--- src/common/mmci_cfg.svh ---
// Constants of the mailbox command interpreter: opcodes, field positions,
// reset values and timing counts.
// Assumes inclusion by package and design files alike.
`ifndef MMCI_CFG_SVH
`define MMCI_CFG_SVH

// --------------------------------------------------------------------------
// Opcodes (byte 0), with the argument values of the reset-defaults and silence commands
// --------------------------------------------------------------------------
`define MMCI_OP_IDLE        8'h00
`define MMCI_OP_XMIT_MORE   8'h01
`define MMCI_OP_SET_GAIN    8'h02
`define MMCI_OP_XMIT        8'h03
`define MMCI_OP_HSHK        8'h04
`define MMCI_OP_RETRAIN     8'h05
`define MMCI_OP_INIT        8'h06
`define MMCI_OP_FE_CFG      8'h07
`define MMCI_OP_FE_RD_ONE   8'h08
`define MMCI_OP_FE_RD_TWO   8'h09
`define MMCI_OP_FE_WR_ONE   8'h0a
`define MMCI_OP_FE_WR_TWO   8'h0b
`define MMCI_OP_TONE_SEL    8'h0c
`define MMCI_OP_TONE_CTL    8'h0d
`define MMCI_OP_DEF_GEN_ONE 8'h0e
`define MMCI_OP_DEF_GEN_TWO 8'h0f
`define MMCI_OP_PTR_RD      8'h10
`define MMCI_OP_PTR_RD_PAIR 8'h11
`define MMCI_OP_STORE       8'h12
`define MMCI_OP_STORE_CNT   8'h13
`define MMCI_OP_FSK_CFG     8'h1d
`define MMCI_OP_V22_CFG     8'h1e
`define MMCI_OP_V32_CFG     8'h20
`define MMCI_INIT_ARG       16'hc000
`define MMCI_SILENCE_ARG    8'h00

// --------------------------------------------------------------------------
// Status byte 0 layout
// --------------------------------------------------------------------------
`define MMCI_ST_FLAG_LSB    4
`define MMCI_ST_INFO_A      3
`define MMCI_ST_INFO_B      2
`define MMCI_ST_HSHK        1
`define MMCI_ST_REQ107      0

// --------------------------------------------------------------------------
// Reset values
// --------------------------------------------------------------------------
`define MMCI_GAIN_RST       16'h0100
`define MMCI_CFG_RST        16'h0000

// --------------------------------------------------------------------------
// Timing: request must drop within this time of the acknowledge read
// --------------------------------------------------------------------------
`define MMCI_CLK_NS         50
`define MMCI_REQ_DROP_NS    800
`define MMCI_REQ_DROP_CYC   (`MMCI_REQ_DROP_NS / `MMCI_CLK_NS)

`endif

--- src/common/mmci_pkg.sv ---
// Types of the mailbox command interpreter.
// Assumes mmci_cfg.svh is on the include path.
package mmci_pkg;
  // Engine states, one-hot
  typedef enum logic [5:0] {
    MMCI_ST_XFER = 6'h01,  // Host owns the mailbox
    MMCI_ST_EXEC = 6'h02,  // Decode and execute
    MMCI_ST_RDA  = 6'h04,  // Capture addressed word
    MMCI_ST_RDB  = 6'h08,  // Capture next word
    MMCI_ST_RESP = 6'h10,  // Build response
    MMCI_ST_HOST = 6'h20   // Request raised, waiting for acknowledge
  } mmci_state_t;

  // Operating phase reported by the signal path
  typedef enum logic [1:0] {
    MMCI_PH_CALL = 2'h0,
    MMCI_PH_HSHK = 2'h1,
    MMCI_PH_DATA = 2'h2
  } mmci_phase_t;
endpackage

--- src/hdl/mmci_top.sv ---
// Mailbox command interpreter of the modem engine, with its transmit FIFO.
// Assumes a host on the byte-wide mailbox pins (asynchronous, synchronised
// here) and a signal path, memory and front end on the same 20 MHz clock.
// Summary of operation
// Reset-defaults opcode restores all parameters but front-end config and tone select, then idles awaiting commands.
// Idle opcode changes nothing; running multi-baud work continues.
// Retrain opcode starts the retrain sequence toward the far modem.
// Set-gain opcode loads gain from bytes 1-2 for transmit scaling.
// Transmit opcode sends byte 1 LSB first; byte 2 ignored.
// Transmit-more sends data and takes next command at next baud.
// Store opcodes write 16-bit word at pointer; counting one increments it.
// Pointer-read loads pointer from bytes 1-2 and returns addressed word.
// Pair read returns upper bytes of word and next word; pointer kept.
// Three configuration opcodes latch parameters from bytes 1 and 2.
// Front-end config forwards both bytes unchanged to the front end.
// Front-end reads return 12-bit register; writes load transmit registers.
// Tone-select programs the tone generators without enabling them.
// Define-tone loads generator one or two phase increment, not enabled.
// Silence disables both tone generators.
// Tone-enable sets each generator; both on boosts tone two 2dB.
// Engine posts three-byte response when owning mailbox; data beats answer.
// Status byte 0 holds four flags, two info-type bits, H and 107.
// Info-type bits select answer, data, data plus status, or status only.
// Handshake reports rate sequence in byte 1 and training events in byte 2.
// Call phase: flags zero/one band energy, flag two answer tone.
// Handshake: flag zero quality, one timeout, both on illegal rate sequence.
// Acknowledge read drops request within 800ns; register-select-high read ends.
// Handshake bit stays 1 for the whole handshake, cleared on success.
// Data phase: flags zero/one quality code; 11 means remote retrain.
// Unknown opcodes behave as the idle command.
`include "mmci_cfg.svh"

// ----------------------------------------------------------------------------
// Transmit FIFO
// ----------------------------------------------------------------------------
module mmci_fifo #(
  parameter int W = 8,
  parameter int D = 16
) (
  // Clock and reset
  input  wire logic         i_ref_clk,
  input  wire logic         i_reset_n,
  // Fill side
  input  wire logic         i_in_valid,
  input  wire logic [W-1:0] i_in_data,
  output logic              o_in_ready,
  // Drain side
  output logic              o_out_valid,
  output logic [W-1:0]      o_out_data,
  input  wire logic         i_out_ready
);
  localparam int AW = $clog2(D);
  typedef struct packed {
    logic [D-1:0][W-1:0] mem;
    logic [AW-1:0]       wp;
    logic [AW-1:0]       rp;
    logic [AW:0]         cnt;
  } mmci_fifo_t;
  mmci_fifo_t r_reg, r_next;
  logic push, pop;

  // Honest full and empty from the fill count
  assign o_in_ready  = (r_reg.cnt != (AW+1)'(D));
  assign o_out_valid = (r_reg.cnt != '0);
  assign o_out_data  = r_reg.mem[r_reg.rp];
  assign push        = i_in_valid && o_in_ready;
  assign pop         = o_out_valid && i_out_ready;

  // Pointer and count update
  always_comb begin
    r_next = r_reg;
    if (push) begin
      r_next.mem[r_reg.wp] = i_in_data;
      r_next.wp = (r_reg.wp == AW'(D-1)) ? '0 : r_reg.wp + 1'b1;
    end
    if (pop) r_next.rp = (r_reg.rp == AW'(D-1)) ? '0 : r_reg.rp + 1'b1;
    r_next.cnt = r_reg.cnt + (AW+1)'(push) - (AW+1)'(pop);
  end

  // State register
  always_ff @(posedge i_ref_clk or negedge i_reset_n) begin
    if (!i_reset_n) r_reg <= '0;
    else r_reg <= r_next;
  end
endmodule

// ----------------------------------------------------------------------------
// Command interpreter
// ----------------------------------------------------------------------------
module mmci_top (
  // Clock and reset
  input  wire logic        i_ref_clk,
  input  wire logic        i_reset_n,
  // Mailbox pins
  input  wire logic        i_sel_n,
  input  wire logic        i_register_select_line,
  input  wire logic        i_strobe_n,
  input  wire logic        i_read,
  input  wire logic [7:0]  i_data,
  output logic [7:0]       o_data,
  output logic             o_data_oe,
  output logic             o_mailbox_request_line_n,
  // Transmit bit stream
  input  wire logic        i_bit_en,
  input  wire logic        i_baud_en,
  output logic             o_tx_bit,
  output logic             o_tx_bit_valid,
  // Received data and status from the signal path
  input  wire logic        i_rx_valid,
  input  wire logic [7:0]  i_rx_byte,
  input  wire logic [1:0]  i_phase,
  input  wire logic        i_band_one_det,
  input  wire logic        i_band_two_det,
  input  wire logic        i_answer_tone_det,
  input  wire logic        i_line_bad,
  input  wire logic        i_seg_timeout,
  input  wire logic        i_rate_illegal,
  input  wire logic [7:0]  i_rate_seq,
  input  wire logic [7:0]  i_train_events,
  input  wire logic [1:0]  i_line_quality,
  input  wire logic        i_remote_retrain,
  input  wire logic        i_hshk_done,
  input  wire logic        i_req_107,
  // Engine memory
  output logic [15:0]      o_mem_addr,
  output logic             o_mem_we,
  output logic [15:0]      o_mem_wdata,
  input  wire logic [15:0] i_mem_rdata,
  // Front end
  output logic [15:0]      o_fe_cfg,
  output logic             o_fe_cfg_stb,
  output logic [15:0]      o_front_end_xmit_reg_one,
  output logic [15:0]      o_front_end_xmit_reg_two,
  input  wire logic [11:0] i_front_end_read_reg_one,
  input  wire logic [11:0] i_front_end_read_reg_two,
  // Modem control
  output logic [15:0]      o_gain,
  output logic [15:0]      o_v32_cfg,
  output logic [15:0]      o_fsk_cfg,
  output logic [15:0]      o_v22_cfg,
  output logic             o_retrain_stb,
  output logic             o_hshk_active,
  // Tone generators
  output logic [7:0]       o_tone_sel,
  output logic             o_tone_sel_stb,
  output logic [15:0]      o_gen_one_inc,
  output logic [15:0]      o_gen_two_inc,
  output logic [1:0]       o_gen_en,
  output logic             o_gen_two_boost
);
  typedef struct packed {
    mmci_pkg::mmci_state_t st;
    logic [2:0]  strb_s, sel_s, rs_s, rd_s;
    logic [7:0]  din_s1, din_s2;
    logic [23:0] cmd, resp;
    logic [1:0]  wr_idx, rd_idx;
    logic [7:0]  dout;
    logic        req;
    logic [15:0] ptr, wdata;
    logic        we, rd_sel;
    logic        ans_pend, more;
    logic [15:0] ans;
    logic        rx_pend;
    logic [7:0]  rx_byte;
    logic [15:0] gain, v32, fsk, v22, fe_cfg, xr1, xr2, inc1, inc2;
    logic        fe_stb, tone_stb, retrain_stb, hshk;
    logic [7:0]  tone_sel;
    logic [1:0]  gen_en;
    logic        push;
    logic [7:0]  push_data;
    logic [7:0]  shift;
    logic [3:0]  bits;
  } mmci_top_t;
  mmci_top_t r_reg, r_next;

  logic       push_ready, pop_valid, pop_ready, strobe, ack, done_rd;
  logic [7:0] pop_data, op, b1, b2, st0;
  logic [3:0] flags;

  // Transmit FIFO between decoder and bit serialiser
  mmci_fifo #(.W(8), .D(16)) u_fifo (
    .i_ref_clk   (i_ref_clk),
    .i_reset_n   (i_reset_n),
    .i_in_valid  (r_reg.push),
    .i_in_data   (r_reg.push_data),
    .o_in_ready  (push_ready),
    .o_out_valid (pop_valid),
    .o_out_data  (pop_data),
    .i_out_ready (pop_ready)
  );

  // Strobe edge seen on synchronised pins (stage 0 feeds stage 1 only)
  assign strobe  = r_reg.strb_s[2] && !r_reg.strb_s[1] && !r_reg.sel_s[1];
  assign ack     = strobe && r_reg.rd_s[1] && !r_reg.rs_s[1];
  assign done_rd = strobe && r_reg.rd_s[1] && r_reg.rs_s[1];
  assign op      = r_reg.cmd[7:0];
  assign b1      = r_reg.cmd[15:8];
  assign b2      = r_reg.cmd[23:16];
  assign pop_ready = (r_reg.bits == 4'h0);

  // Condition flags by phase, index 0 is condition_flag_zero
  always_comb begin
    flags = 4'h0;
    case (i_phase)
      mmci_pkg::MMCI_PH_CALL: begin
        flags = {1'b0, i_answer_tone_det, i_band_two_det, i_band_one_det};
      end
      mmci_pkg::MMCI_PH_HSHK: begin
        if (i_rate_illegal) flags[1:0] = 2'h3;
        else flags[1:0] = {i_seg_timeout, i_line_bad};
      end
      mmci_pkg::MMCI_PH_DATA: begin
        flags[1:0] = i_remote_retrain ? 2'h3 : i_line_quality;
      end
      default: flags = 4'h0;
    endcase
    st0 = 8'h00;
    st0[`MMCI_ST_FLAG_LSB +: 4] = flags;
    st0[`MMCI_ST_HSHK]   = r_reg.hshk;
    st0[`MMCI_ST_REQ107] = i_req_107;
  end

  // Next state
  always_comb begin
    r_next = r_reg;
    r_next.strb_s = {r_reg.strb_s[1:0], i_strobe_n};
    r_next.sel_s  = {r_reg.sel_s[1:0], i_sel_n};
    r_next.rs_s   = {r_reg.rs_s[1:0], i_register_select_line};
    r_next.rd_s   = {r_reg.rd_s[1:0], i_read};
    r_next.din_s1 = i_data;
    r_next.din_s2 = r_reg.din_s1;
    r_next.we = 1'b0;
    r_next.fe_stb = 1'b0;
    r_next.tone_stb = 1'b0;
    r_next.retrain_stb = 1'b0;
    r_next.push = r_reg.push && !push_ready;
    // Received data is held until it goes out in a response
    if (i_rx_valid) begin
      r_next.rx_pend = 1'b1;
      r_next.rx_byte = i_rx_byte;
    end
    if (i_hshk_done) r_next.hshk = 1'b0;
    // Serialiser, least significant bit first
    if (pop_valid && pop_ready) begin
      r_next.shift = pop_data;
      r_next.bits  = 4'h8;
    end else if (i_bit_en && r_reg.bits != 4'h0) begin
      r_next.shift = {1'b0, r_reg.shift[7:1]};
      r_next.bits  = r_reg.bits - 4'h1;
    end
    case (r_reg.st)
      mmci_pkg::MMCI_ST_XFER: begin
        if (strobe && !r_reg.rd_s[1]) begin
          r_next.cmd[r_reg.wr_idx*8 +: 8] = r_reg.din_s2;
          r_next.wr_idx = (r_reg.wr_idx == 2'h2) ? 2'h0 : r_reg.wr_idx + 2'h1;
        end else if (done_rd) begin
          r_next.st = mmci_pkg::MMCI_ST_EXEC;
        end else if (strobe && r_reg.rd_s[1]) begin
          r_next.rd_idx = (r_reg.rd_idx == 2'h2) ? 2'h0 : r_reg.rd_idx + 2'h1;
        end
      end
      mmci_pkg::MMCI_ST_EXEC: begin
        r_next.st = mmci_pkg::MMCI_ST_RESP;
        case (op)
          `MMCI_OP_INIT: begin
            if ({b2, b1} == `MMCI_INIT_ARG) begin
              r_next.gain = `MMCI_GAIN_RST;
              r_next.v32 = `MMCI_CFG_RST;
              r_next.fsk = `MMCI_CFG_RST;
              r_next.v22 = `MMCI_CFG_RST;
              r_next.xr1 = `MMCI_CFG_RST;
              r_next.xr2 = `MMCI_CFG_RST;
              r_next.inc1 = `MMCI_CFG_RST;
              r_next.inc2 = `MMCI_CFG_RST;
              r_next.gen_en = 2'h0;
              r_next.hshk = 1'b0;
              r_next.ans_pend = 1'b0;
            end
          end
          `MMCI_OP_HSHK:    r_next.hshk = 1'b1;
          `MMCI_OP_RETRAIN: r_next.retrain_stb = 1'b1;
          `MMCI_OP_SET_GAIN: r_next.gain = {b2, b1};
          `MMCI_OP_XMIT, `MMCI_OP_XMIT_MORE: begin
            if (r_reg.push) begin
              r_next.st = mmci_pkg::MMCI_ST_EXEC;  // Stall while FIFO is full
            end else begin
              r_next.push = 1'b1;
              r_next.push_data = b1;
              r_next.more = (op == `MMCI_OP_XMIT_MORE);
            end
          end
          `MMCI_OP_STORE, `MMCI_OP_STORE_CNT: begin
            r_next.we = 1'b1;
            r_next.wdata = {b2, b1};
          end
          `MMCI_OP_PTR_RD, `MMCI_OP_PTR_RD_PAIR: begin
            r_next.ptr = {b2, b1};
            r_next.rd_sel = 1'b0;
            r_next.st = mmci_pkg::MMCI_ST_RDA;
          end
          `MMCI_OP_V32_CFG: r_next.v32 = {b2, b1};
          `MMCI_OP_FSK_CFG: r_next.fsk = {b2, b1};
          `MMCI_OP_V22_CFG: r_next.v22 = {b2, b1};
          `MMCI_OP_FE_CFG: begin
            r_next.fe_cfg = {b2, b1};
            r_next.fe_stb = 1'b1;
          end
          `MMCI_OP_FE_RD_ONE: begin
            r_next.ans = {4'h0, i_front_end_read_reg_one};
            r_next.ans_pend = 1'b1;
          end
          `MMCI_OP_FE_RD_TWO: begin
            r_next.ans = {4'h0, i_front_end_read_reg_two};
            r_next.ans_pend = 1'b1;
          end
          `MMCI_OP_FE_WR_ONE: r_next.xr1 = {b2, b1};
          `MMCI_OP_FE_WR_TWO: r_next.xr2 = {b2, b1};
          `MMCI_OP_TONE_SEL: begin
            r_next.tone_sel = b1;
            r_next.tone_stb = 1'b1;
          end
          `MMCI_OP_DEF_GEN_ONE: r_next.inc1 = {b2, b1};
          `MMCI_OP_DEF_GEN_TWO: r_next.inc2 = {b2, b1};
          `MMCI_OP_TONE_CTL: begin
            // Silence is the argument 00, which clears both enables
            r_next.gen_en = b1[1:0];
          end
          default: r_next.st = mmci_pkg::MMCI_ST_RESP;
        endcase
      end
      mmci_pkg::MMCI_ST_RDA: begin
        if (op == `MMCI_OP_PTR_RD_PAIR) begin
          r_next.ans[7:0] = i_mem_rdata[15:8];
          r_next.rd_sel = 1'b1;
          r_next.st = mmci_pkg::MMCI_ST_RDB;
        end else begin
          r_next.ans = i_mem_rdata;
          r_next.ans_pend = 1'b1;
          r_next.st = mmci_pkg::MMCI_ST_RESP;
        end
      end
      mmci_pkg::MMCI_ST_RDB: begin
        r_next.ans[15:8] = i_mem_rdata[15:8];
        r_next.ans_pend = 1'b1;
        r_next.rd_sel = 1'b0;
        r_next.st = mmci_pkg::MMCI_ST_RESP;
      end
      mmci_pkg::MMCI_ST_RESP: begin
        if (op == `MMCI_OP_STORE_CNT && r_reg.we) r_next.ptr = r_reg.ptr + 16'h1;
        if (!r_reg.more || i_baud_en) begin
          r_next.more = 1'b0;
          r_next.st = mmci_pkg::MMCI_ST_HOST;
          r_next.req = 1'b1;
          r_next.rd_idx = 2'h0;
          r_next.resp[7:0] = st0;
          if (r_reg.rx_pend) begin
            // Data goes before any answer
            r_next.resp[7:0] = st0 | (8'h1 << `MMCI_ST_INFO_B);
            r_next.resp[23:8] = {i_train_events, r_reg.rx_byte};
            r_next.rx_pend = i_rx_valid;
          end else if (r_reg.ans_pend) begin
            r_next.resp[7:0] = st0 | (8'h1 << `MMCI_ST_INFO_A)
                             | (8'h1 << `MMCI_ST_INFO_B);
            r_next.resp[23:8] = r_reg.ans;
            r_next.ans_pend = 1'b0;
          end else begin
            r_next.resp[7:0] = st0 | (8'h1 << `MMCI_ST_INFO_A);
            r_next.resp[23:8] = {i_train_events, i_rate_seq};
          end
        end
      end
      mmci_pkg::MMCI_ST_HOST: begin
        if (ack) begin
          r_next.req = 1'b0;
          r_next.wr_idx = 2'h0;
          r_next.rd_idx = 2'h0;
          r_next.st = mmci_pkg::MMCI_ST_XFER;
        end
      end
      default: r_next.st = mmci_pkg::MMCI_ST_XFER;
    endcase
    r_next.dout = r_next.resp[r_next.rd_idx*8 +: 8];
  end

  // State register; the host owns the mailbox after reset
  always_ff @(posedge i_ref_clk or negedge i_reset_n) begin
    if (!i_reset_n) begin
      r_reg <= '0;
      r_reg.st <= mmci_pkg::MMCI_ST_XFER;
      r_reg.strb_s <= 3'h7;
      r_reg.sel_s <= 3'h7;
      r_reg.gain <= `MMCI_GAIN_RST;
    end else begin
      r_reg <= r_next;
    end
  end

  // Outputs
  assign o_data = r_reg.dout;
  assign o_data_oe = !i_sel_n && i_read && !i_strobe_n && r_reg.st[0];
  assign o_mailbox_request_line_n = !r_reg.req;
  assign o_tx_bit = r_reg.shift[0];
  assign o_tx_bit_valid = (r_reg.bits != 4'h0);
  assign o_mem_addr = r_reg.ptr + {15'h0, r_reg.rd_sel};
  assign o_mem_we = r_reg.we;
  assign o_mem_wdata = r_reg.wdata;
  assign o_fe_cfg = r_reg.fe_cfg;
  assign o_fe_cfg_stb = r_reg.fe_stb;
  assign o_front_end_xmit_reg_one = r_reg.xr1;
  assign o_front_end_xmit_reg_two = r_reg.xr2;
  assign o_gain = r_reg.gain;
  assign o_v32_cfg = r_reg.v32;
  assign o_fsk_cfg = r_reg.fsk;
  assign o_v22_cfg = r_reg.v22;
  assign o_retrain_stb = r_reg.retrain_stb;
  assign o_hshk_active = r_reg.hshk;
  assign o_tone_sel = r_reg.tone_sel;
  assign o_tone_sel_stb = r_reg.tone_stb;
  assign o_gen_one_inc = r_reg.inc1;
  assign o_gen_two_inc = r_reg.inc2;
  assign o_gen_en = r_reg.gen_en;
  assign o_gen_two_boost = (r_reg.gen_en == 2'h3);

  // --------------------------------------------------------------------------
  // Assertions
  // --------------------------------------------------------------------------
  localparam int DROP_MAX = `MMCI_REQ_DROP_CYC;
endmodule

--- config.mk ---
export PLATFORM = sky130hd
export DESIGN_NAME = mmci_top
export DESIGN_NICKNAME = d
export VERILOG_FILES = /design/src/common/mmci_pkg.sv /design/src/hdl/mmci_top.sv
export VERILOG_INCLUDE_DIRS = /design/src /design/src/common
export SDC_FILE = /design/constraint.sdc
export NUM_CORES = 1
export LEC_CHECK = 0
export ABC_AREA = 1
export CORE_ASPECT_RATIO = 0.5
export CORE_MARGIN = 4
export CORE_UTILIZATION = 55
export CTS_CLUSTER_SIZE = 16
export DETAILED_ROUTE_END_ITERATION = 7
export DONT_BUFFER_PORTS = 1
export PLACE_DENSITY_LB_ADDON = 0.2
export SLEW_MARGIN = 20
export SYNTH_ARGS = -nofsm -noshare
export SYNTH_HDL_FRONTEND = slang
export SYNTH_SLANG_ARGS = --single-unit
--- constraint.sdc ---
create_clock -name i_ref_clk -period 3.3 [get_ports i_ref_clk]
set_input_delay 0.165 -clock i_ref_clk [delete_from_list [all_inputs] [get_ports i_ref_clk]]
set_output_delay 0.165 -clock i_ref_clk [all_outputs]
set_load 0.005 [all_outputs]
==> results of run 1 <==
path summary, 6_finish.rpt:
check,to,cells after the start,slack [ns],startpoint
setup reg to reg,r_reg[189],9,0.29,op[7]
hold / removal,u_fifo.r_reg[132],0,-0.67,i_reset_n
setup / recovery,r_reg[189],9,0.29,op[7]
max in group asynchronous,r_next[322],0,2.99,i_reset_n
min in group i_ref_clk,r_next[306],1,0.17,i_data[5]
hold reg to reg,r_reg[308],0,0.35,r_next[308]
synth_stat cells (4+ instances only):
cell type	number	area, um2
a21oi_1	30	150
a22oi_1	6	45.0
a31oi_1	10	62.6
buf_2	33	165
buf_4	181	1360
buf_6	4	45.0
clkbuf_1	75	282
dfrtp_1	466	11700
dfstp_2	7	184
ha_1	19	238
inv_1	200	751
inv_2	10	37.5
mux2_2	7	78.8
nand2_1	732	2750
nand2_2	4	25.0
nand3_1	113	566
nand3_2	5	50.1
nand4_1	42	263
nor2_1	127	477
nor2_2	8	50.1
nor2_4	5	56.3
nor3_1	11	55.1
o211ai_1	26	195
o21ai_0	393	1970
o21ai_1	39	195
o22ai_1	8	50.1
o31ai_1	17	128
or2_2	6	37.5
xor2_1	27	236
layer usage:
layer	global-route usage, %	part of all wire [%]	wire, um
met2	45.0	49	28900
met1	36.0	43	25500
met4	6.68	2.5	1490
met3	4.02	5.3	3110
met5	0	0	0
power groups by stage:
stage               logic, mW  clock network [mW]  registers (mW)
finish                   3.25                5.07            6.77
CTS                      3.24                5.14            6.77
detailed placement       3.13                   0            6.88
global placement         3.07                   0            6.86
global route             3.67                5.38            6.83
floorplan                2.42                   0            6.68
logic make-up (layout without fill, tap and decap cells):
group | Yosys count | in the layout | share of synthesized area, %
buf+inv | 509 | 392 | 11.9
mux | 8 | 8 | 0.396
compound gates | 534 | 534 | 12.6
flops | 473 | 473 | 52.9
simple gates | 1066 | 1066 | 20.0
fa+ha+maj | 20 | 20 | 1.15
xor+xnor | 28 | 28 | 1.09
repair_timing:
item	in CTS	in global routing
setup endpoints to repair	0	4
resized for setup	0	1
hold endpoints to repair	540	473
layout make-up:
type                    count  area, um2
inverters                 213        800
clock buffers              64       1210
well taps                 530        663
fillers                  3446      16000
multi-input cells        1656       7910
flip-flops and latches    473      11800
clock inverters            11        163
repair buffers            104       1000
metrics by stage:
stage                     hold WS, ns  cell area (um2)
final                          -0.674            23600
after global routing           -0.699            23600
after CTS                      -0.693            23600
after detailed placement       -0.100            21400
after global placement         -0.102            21400
after floorplan                -0.131            22400
==> results.cfg, run 1 <==
[floorplan]
num_rows = 51
die-area_um2 = 44200
dieWidth_um = 293
start_util_pct = 56.6
coreArea_um2 = 39600
ioPinCount = 298
dieHeight_um = 151

[clock_tree]
htree_levels = 2
cts_setup_buffers = 0
cts_root_buffer = clkbuf_16
holdBufCountCts = 83
numCtsBuffers = 42
clock_path_buffers = 3
clkSinkCount = 473
tritoncts = yes
clk_pin_slew_ns = 0.07
worstSkewPairLatency_ns = 0.55

[timing]
rsz0062_at_grt = no
layout_min_cycle_time_ns = 3.01
setup_violations = 0
min_period_over_period_pct = 91.3
relSlewSlack_pct = 18.1
drv_slew = 0
tightest_slew_ns = 1.23
setup_tns_ns = 0
hold_violations = 466
max_freq_ghz = 0.332
finalClockSkew_ns = 0.0144
fin_ws_ns = 0.289
hold_ws_ns = -0.674

[worst_setup_path]
critical_path.max_stage_delay_ns = 0.65
path_cells = nor2_2 > nand3_2 > nor2_1 > nand2_2 > o211ai_1 > nand3_1 > dlygate4sd3_1 > nand2_1 > nand2_1
path_buf_inv = 1
crit_family = simple AND/OR/NAND/NOR gates
crit_path_frequent_cell = nand2_1
cp.required_ns = 3.73
end_kind = register
critPathArrivalTime_ns = 3.45
worstSetupStartpointType = register
slowest_stage = nor2_1
critPathMaxFanout = 20
criticalPathCategory = register to register

[finish]
diodes = 0
stdcell_count = 3051
final_common_cell = nand2_1
nNetsFinal = 2604
final_cell_mix = nand2_1, dfrtp_1, o21ai_0, inv_1, nor2_1
areaGrowthSynthToFinish_pct = 5.28
largest_reg_flops = 141
drive_above_1_share_pct = 5.71
final_core_util_pct = 59.6

[logic_synthesis]
ys.flop_type = dfrtp_1
ys_ff_latch = 473
seq_area_frac_synth_pct = 52.9
synth_cells = 2638
syn_avg_cell_area_um2 = 8.50
synthArstFlopShare_pct = 100
synthDistinctLibCells = 46
synth_area_um2 = 22400
synth_edf_count = 0
synthesis.nets = 2752
synth_warnings = 0

[power_and_ir_drop]
swShare_pct = 32.0
power.net_switching_mw = 4.82
power_frac_comb_pct = 21.5
power_mw = 15.1
clockPowerShare_pct = 33.6
pwr-share-seq_pct = 44.9
irDropWorstVdd_mv = 0.361
p_per_area_nw_per_um2 = 640
p_leak_nw = 10.9
p_int_mw = 10.3

[detailed_routing]
avgRoutedWirePerCell_um = 19.3
viasPerCell = 5.56
drt-pass1-iter-count = 6
antenna_left = 0
dr.first_iter.drc_count = 1667
drc_errors = 0
drt-total-wl_um = 59000
vias = 17000

[run_status]
status = complete, but fails checks
violations = negative hold slack

[run]
drv_cap = 0

[hold_path]
hold_class = primary input to asynchronous set/reset pin

[placed_design]
dp.final_hpwl_um = 38700
gp_congestion = 0.892
dp_slack_ns = 0.689
io_buffers = 0
dp.cells = 2893

[grt]
track_usage_pct = 26.4
grt_first_pass_wirelength_um = 92500
grt_max_degree = 474
antenna_found_initial = 0
first_global_vias = 16200
grt-ovfl-total = 0
Note: power is estimated with default switching activity, not from simulation.
==> inputs of run 2 (changes only) <==
CORE_ASPECT_RATIO = 1.25   (was 0.5)
SKIP_LAST_GASP = 1   (was default)
==> run 2 against run 1 <==
Compared with the run above:
- largest cell class unchanged
- register-to-register slack about the same
- sequential share of layout area down 0.69 points
- the flow still finishes with violations (negative hold slack)
- clock-buffer cell count grew 12
- routed wire length up 7.7%
- via count is 2.4% higher
==> results.cfg, run 2 (synthesis results as in run 1) <==
[floorplan]
start_util_pct = 55.7
ioPinCount = 298
die-area_um2 = 44100
num_rows = 82
dieWidth_um = 189
dieHeight_um = 234
coreArea_um2 = 40200

[timing]
layout_min_cycle_time_ns = 3.00
hold_ws_ns = -0.702
setup_tns_ns = 0
tightest_slew_ns = 1.10
rsz0062_at_grt = no
min_period_over_period_pct = 91.0
setup_violations = 0
relSlewSlack_pct = 26.6
hold_violations = 473
finalClockSkew_ns = 0.0195
max_freq_ghz = 0.333
drv_slew = 0

[hold_path]
hold_class = primary input to asynchronous set/reset pin

[run_status]
status = complete, but fails checks
violations = negative hold slack

[finish]
areaGrowthSynthToFinish_pct = 6.75
final_cell_mix = nand2_1, dfrtp_1, o21ai_0, inv_1, nor2_1
largest_reg_flops = 141
final_common_cell = nand2_1
drive_above_1_share_pct = 6.35
diodes = 0
final_core_util_pct = 59.5
nNetsFinal = 2609

[worst_setup_path]
crit_family = buffers and inverters
critical_path.max_stage_delay_ns = 0.62
end_kind = register
rrSetupSlack_ns = 0.30
crit-reg2reg-launch = r_reg[329]
critical_path_depth = 10
critPathMaxFanout = 12
crit_path_start = r_reg[329]
slowest_stage = dlygate4sd3_1
critPathArrivalTime_ns = 3.46
path_cells = nor2_2 > nand3_1 > clkinv_1 > nand3_1 > inv_1 > nand2_1 > nand3_1 > dlygate4sd3_1 > nand2_1 > nand2_1
worstSetupStartpointType = register
regToRegEndpoint = r_reg[189]
path_buf_inv = 3
criticalPathCategory = register to register
reg2regPathDepth = 10
endpoint = r_reg[189]
cp.required_ns = 3.75

[grt]
track_usage_pct = 28.4
grt_max_degree = 474
grt-ovfl-total = 0
grt_first_pass_wirelength_um = 98600
antenna_found_initial = 0
first_global_vias = 16800

[detailed_routing]
drt-total-wl_um = 63500
antenna_left = 0
drt-pass1-iter-count = 6
avgRoutedWirePerCell_um = 20.6
vias = 17400
viasPerCell = 5.64
dr.first_iter.drc_count = 1537
drc_errors = 0

[power_and_ir_drop]
power_mw = 15.9
p_leak_nw = 11.1
irDropWorstVdd_mv = 0.520
p_per_area_nw_per_um2 = 665

[clock_tree]
worstSkewPairLatency_ns = 0.57
tritoncts = yes
clock_path_buffers = 3
numCtsBuffers = 49
clk_pin_slew_ns = 0.06
holdBufCountCts = 82
cts_root_buffer = clkbuf_16
clkSinkCount = 473
htree_levels = 2

[placed_design]
gp_congestion = 0.928
dp.final_hpwl_um = 43100
io_buffers = 0

[run]
drv_cap = 0
[run 2: metal layers]
metal / up-vias / wire length, um / global-route usage, %
met5: - / 0 / 0
met4: 0 / 3270 / 12.8
met3: 143 / 3960 / 4.35
met2: 705 / 32200 / 49.8
met1: 8415 / 24100 / 35.0
li1: 8103 / - / -
[run 2: worst min path at each step]
stage	endpoint	startpoint	slack, ns	depth (start not counted)
final	r_reg[2]	i_reset_n	-0.70	0
after global placement	r_reg[2]	i_reset_n	-0.11	0
after detailed placement	r_reg[8]	i_reset_n	-0.11	0
after CTS	r_reg[8]	i_reset_n	-0.71	0
after floorplan	b1[0]	i_reset_n	-0.13	0
after global routing	u_fifo.r_reg[0]	i_reset_n	-0.72	0
[run 2: worst reg2reg max path, cell delays in order, from the launching register on]
cell and delay, ns:
dfstp_2 0.58, nor2_2 0.08, nand3_1 0.45, clkinv_1 0.49
nand3_1 0.27, inv_1 0.11, nand2_1 0.07, nand3_1 0.11
dlygate4sd3_1 0.62, nand2_1 0.08, nand2_1 0.05
[run 2: final cells by class]
type	count	area, um2
clock buffers	76	1500
clock inverters	14	205
fillers	3505	16300
inverters	213	800
multi-input cells	1656	7910
flip-flops and latches	473	11800
well taps	546	683
repair buffers	102	983
[run 2: repair_timing]
item	in CTS	in global routing
buffers inserted	0	0
endpoints found under the hold margin	542	473
resized for setup	0	1
endpoints found under the setup margin	0	1
[run 2: power by group]
group / leakage [nW] / total (mW) / internal, mW / switching [mW]
registers: 6.35 / 6.78 / 6.35 / 0.432
logic: 3.87 / 3.31 / 1.04 / 2.27
clock network: 0.839 / 5.81 / 3.51 / 2.30
total: 11.1 / 15.9 / 10.9 / 5.00
[run 2: metrics by stage]
| step | std cells | hold slack [ns] | cell area (um2) | setup slack [ns] |
|---|---|---|---|---|
| CTS | 3080 | -0.714 | 23900 | 0.305 |
| global placement | 2908 | -0.109 | 21400 | 0.722 |
| global route | 3080 | -0.725 | 23900 | 0.152 |
| detailed placement | 2908 | -0.110 | 21400 | 0.673 |
| finish | 3080 | -0.702 | 23900 | 0.296 |
| floorplan | 2638 | -0.131 | 22400 | 0.717 |
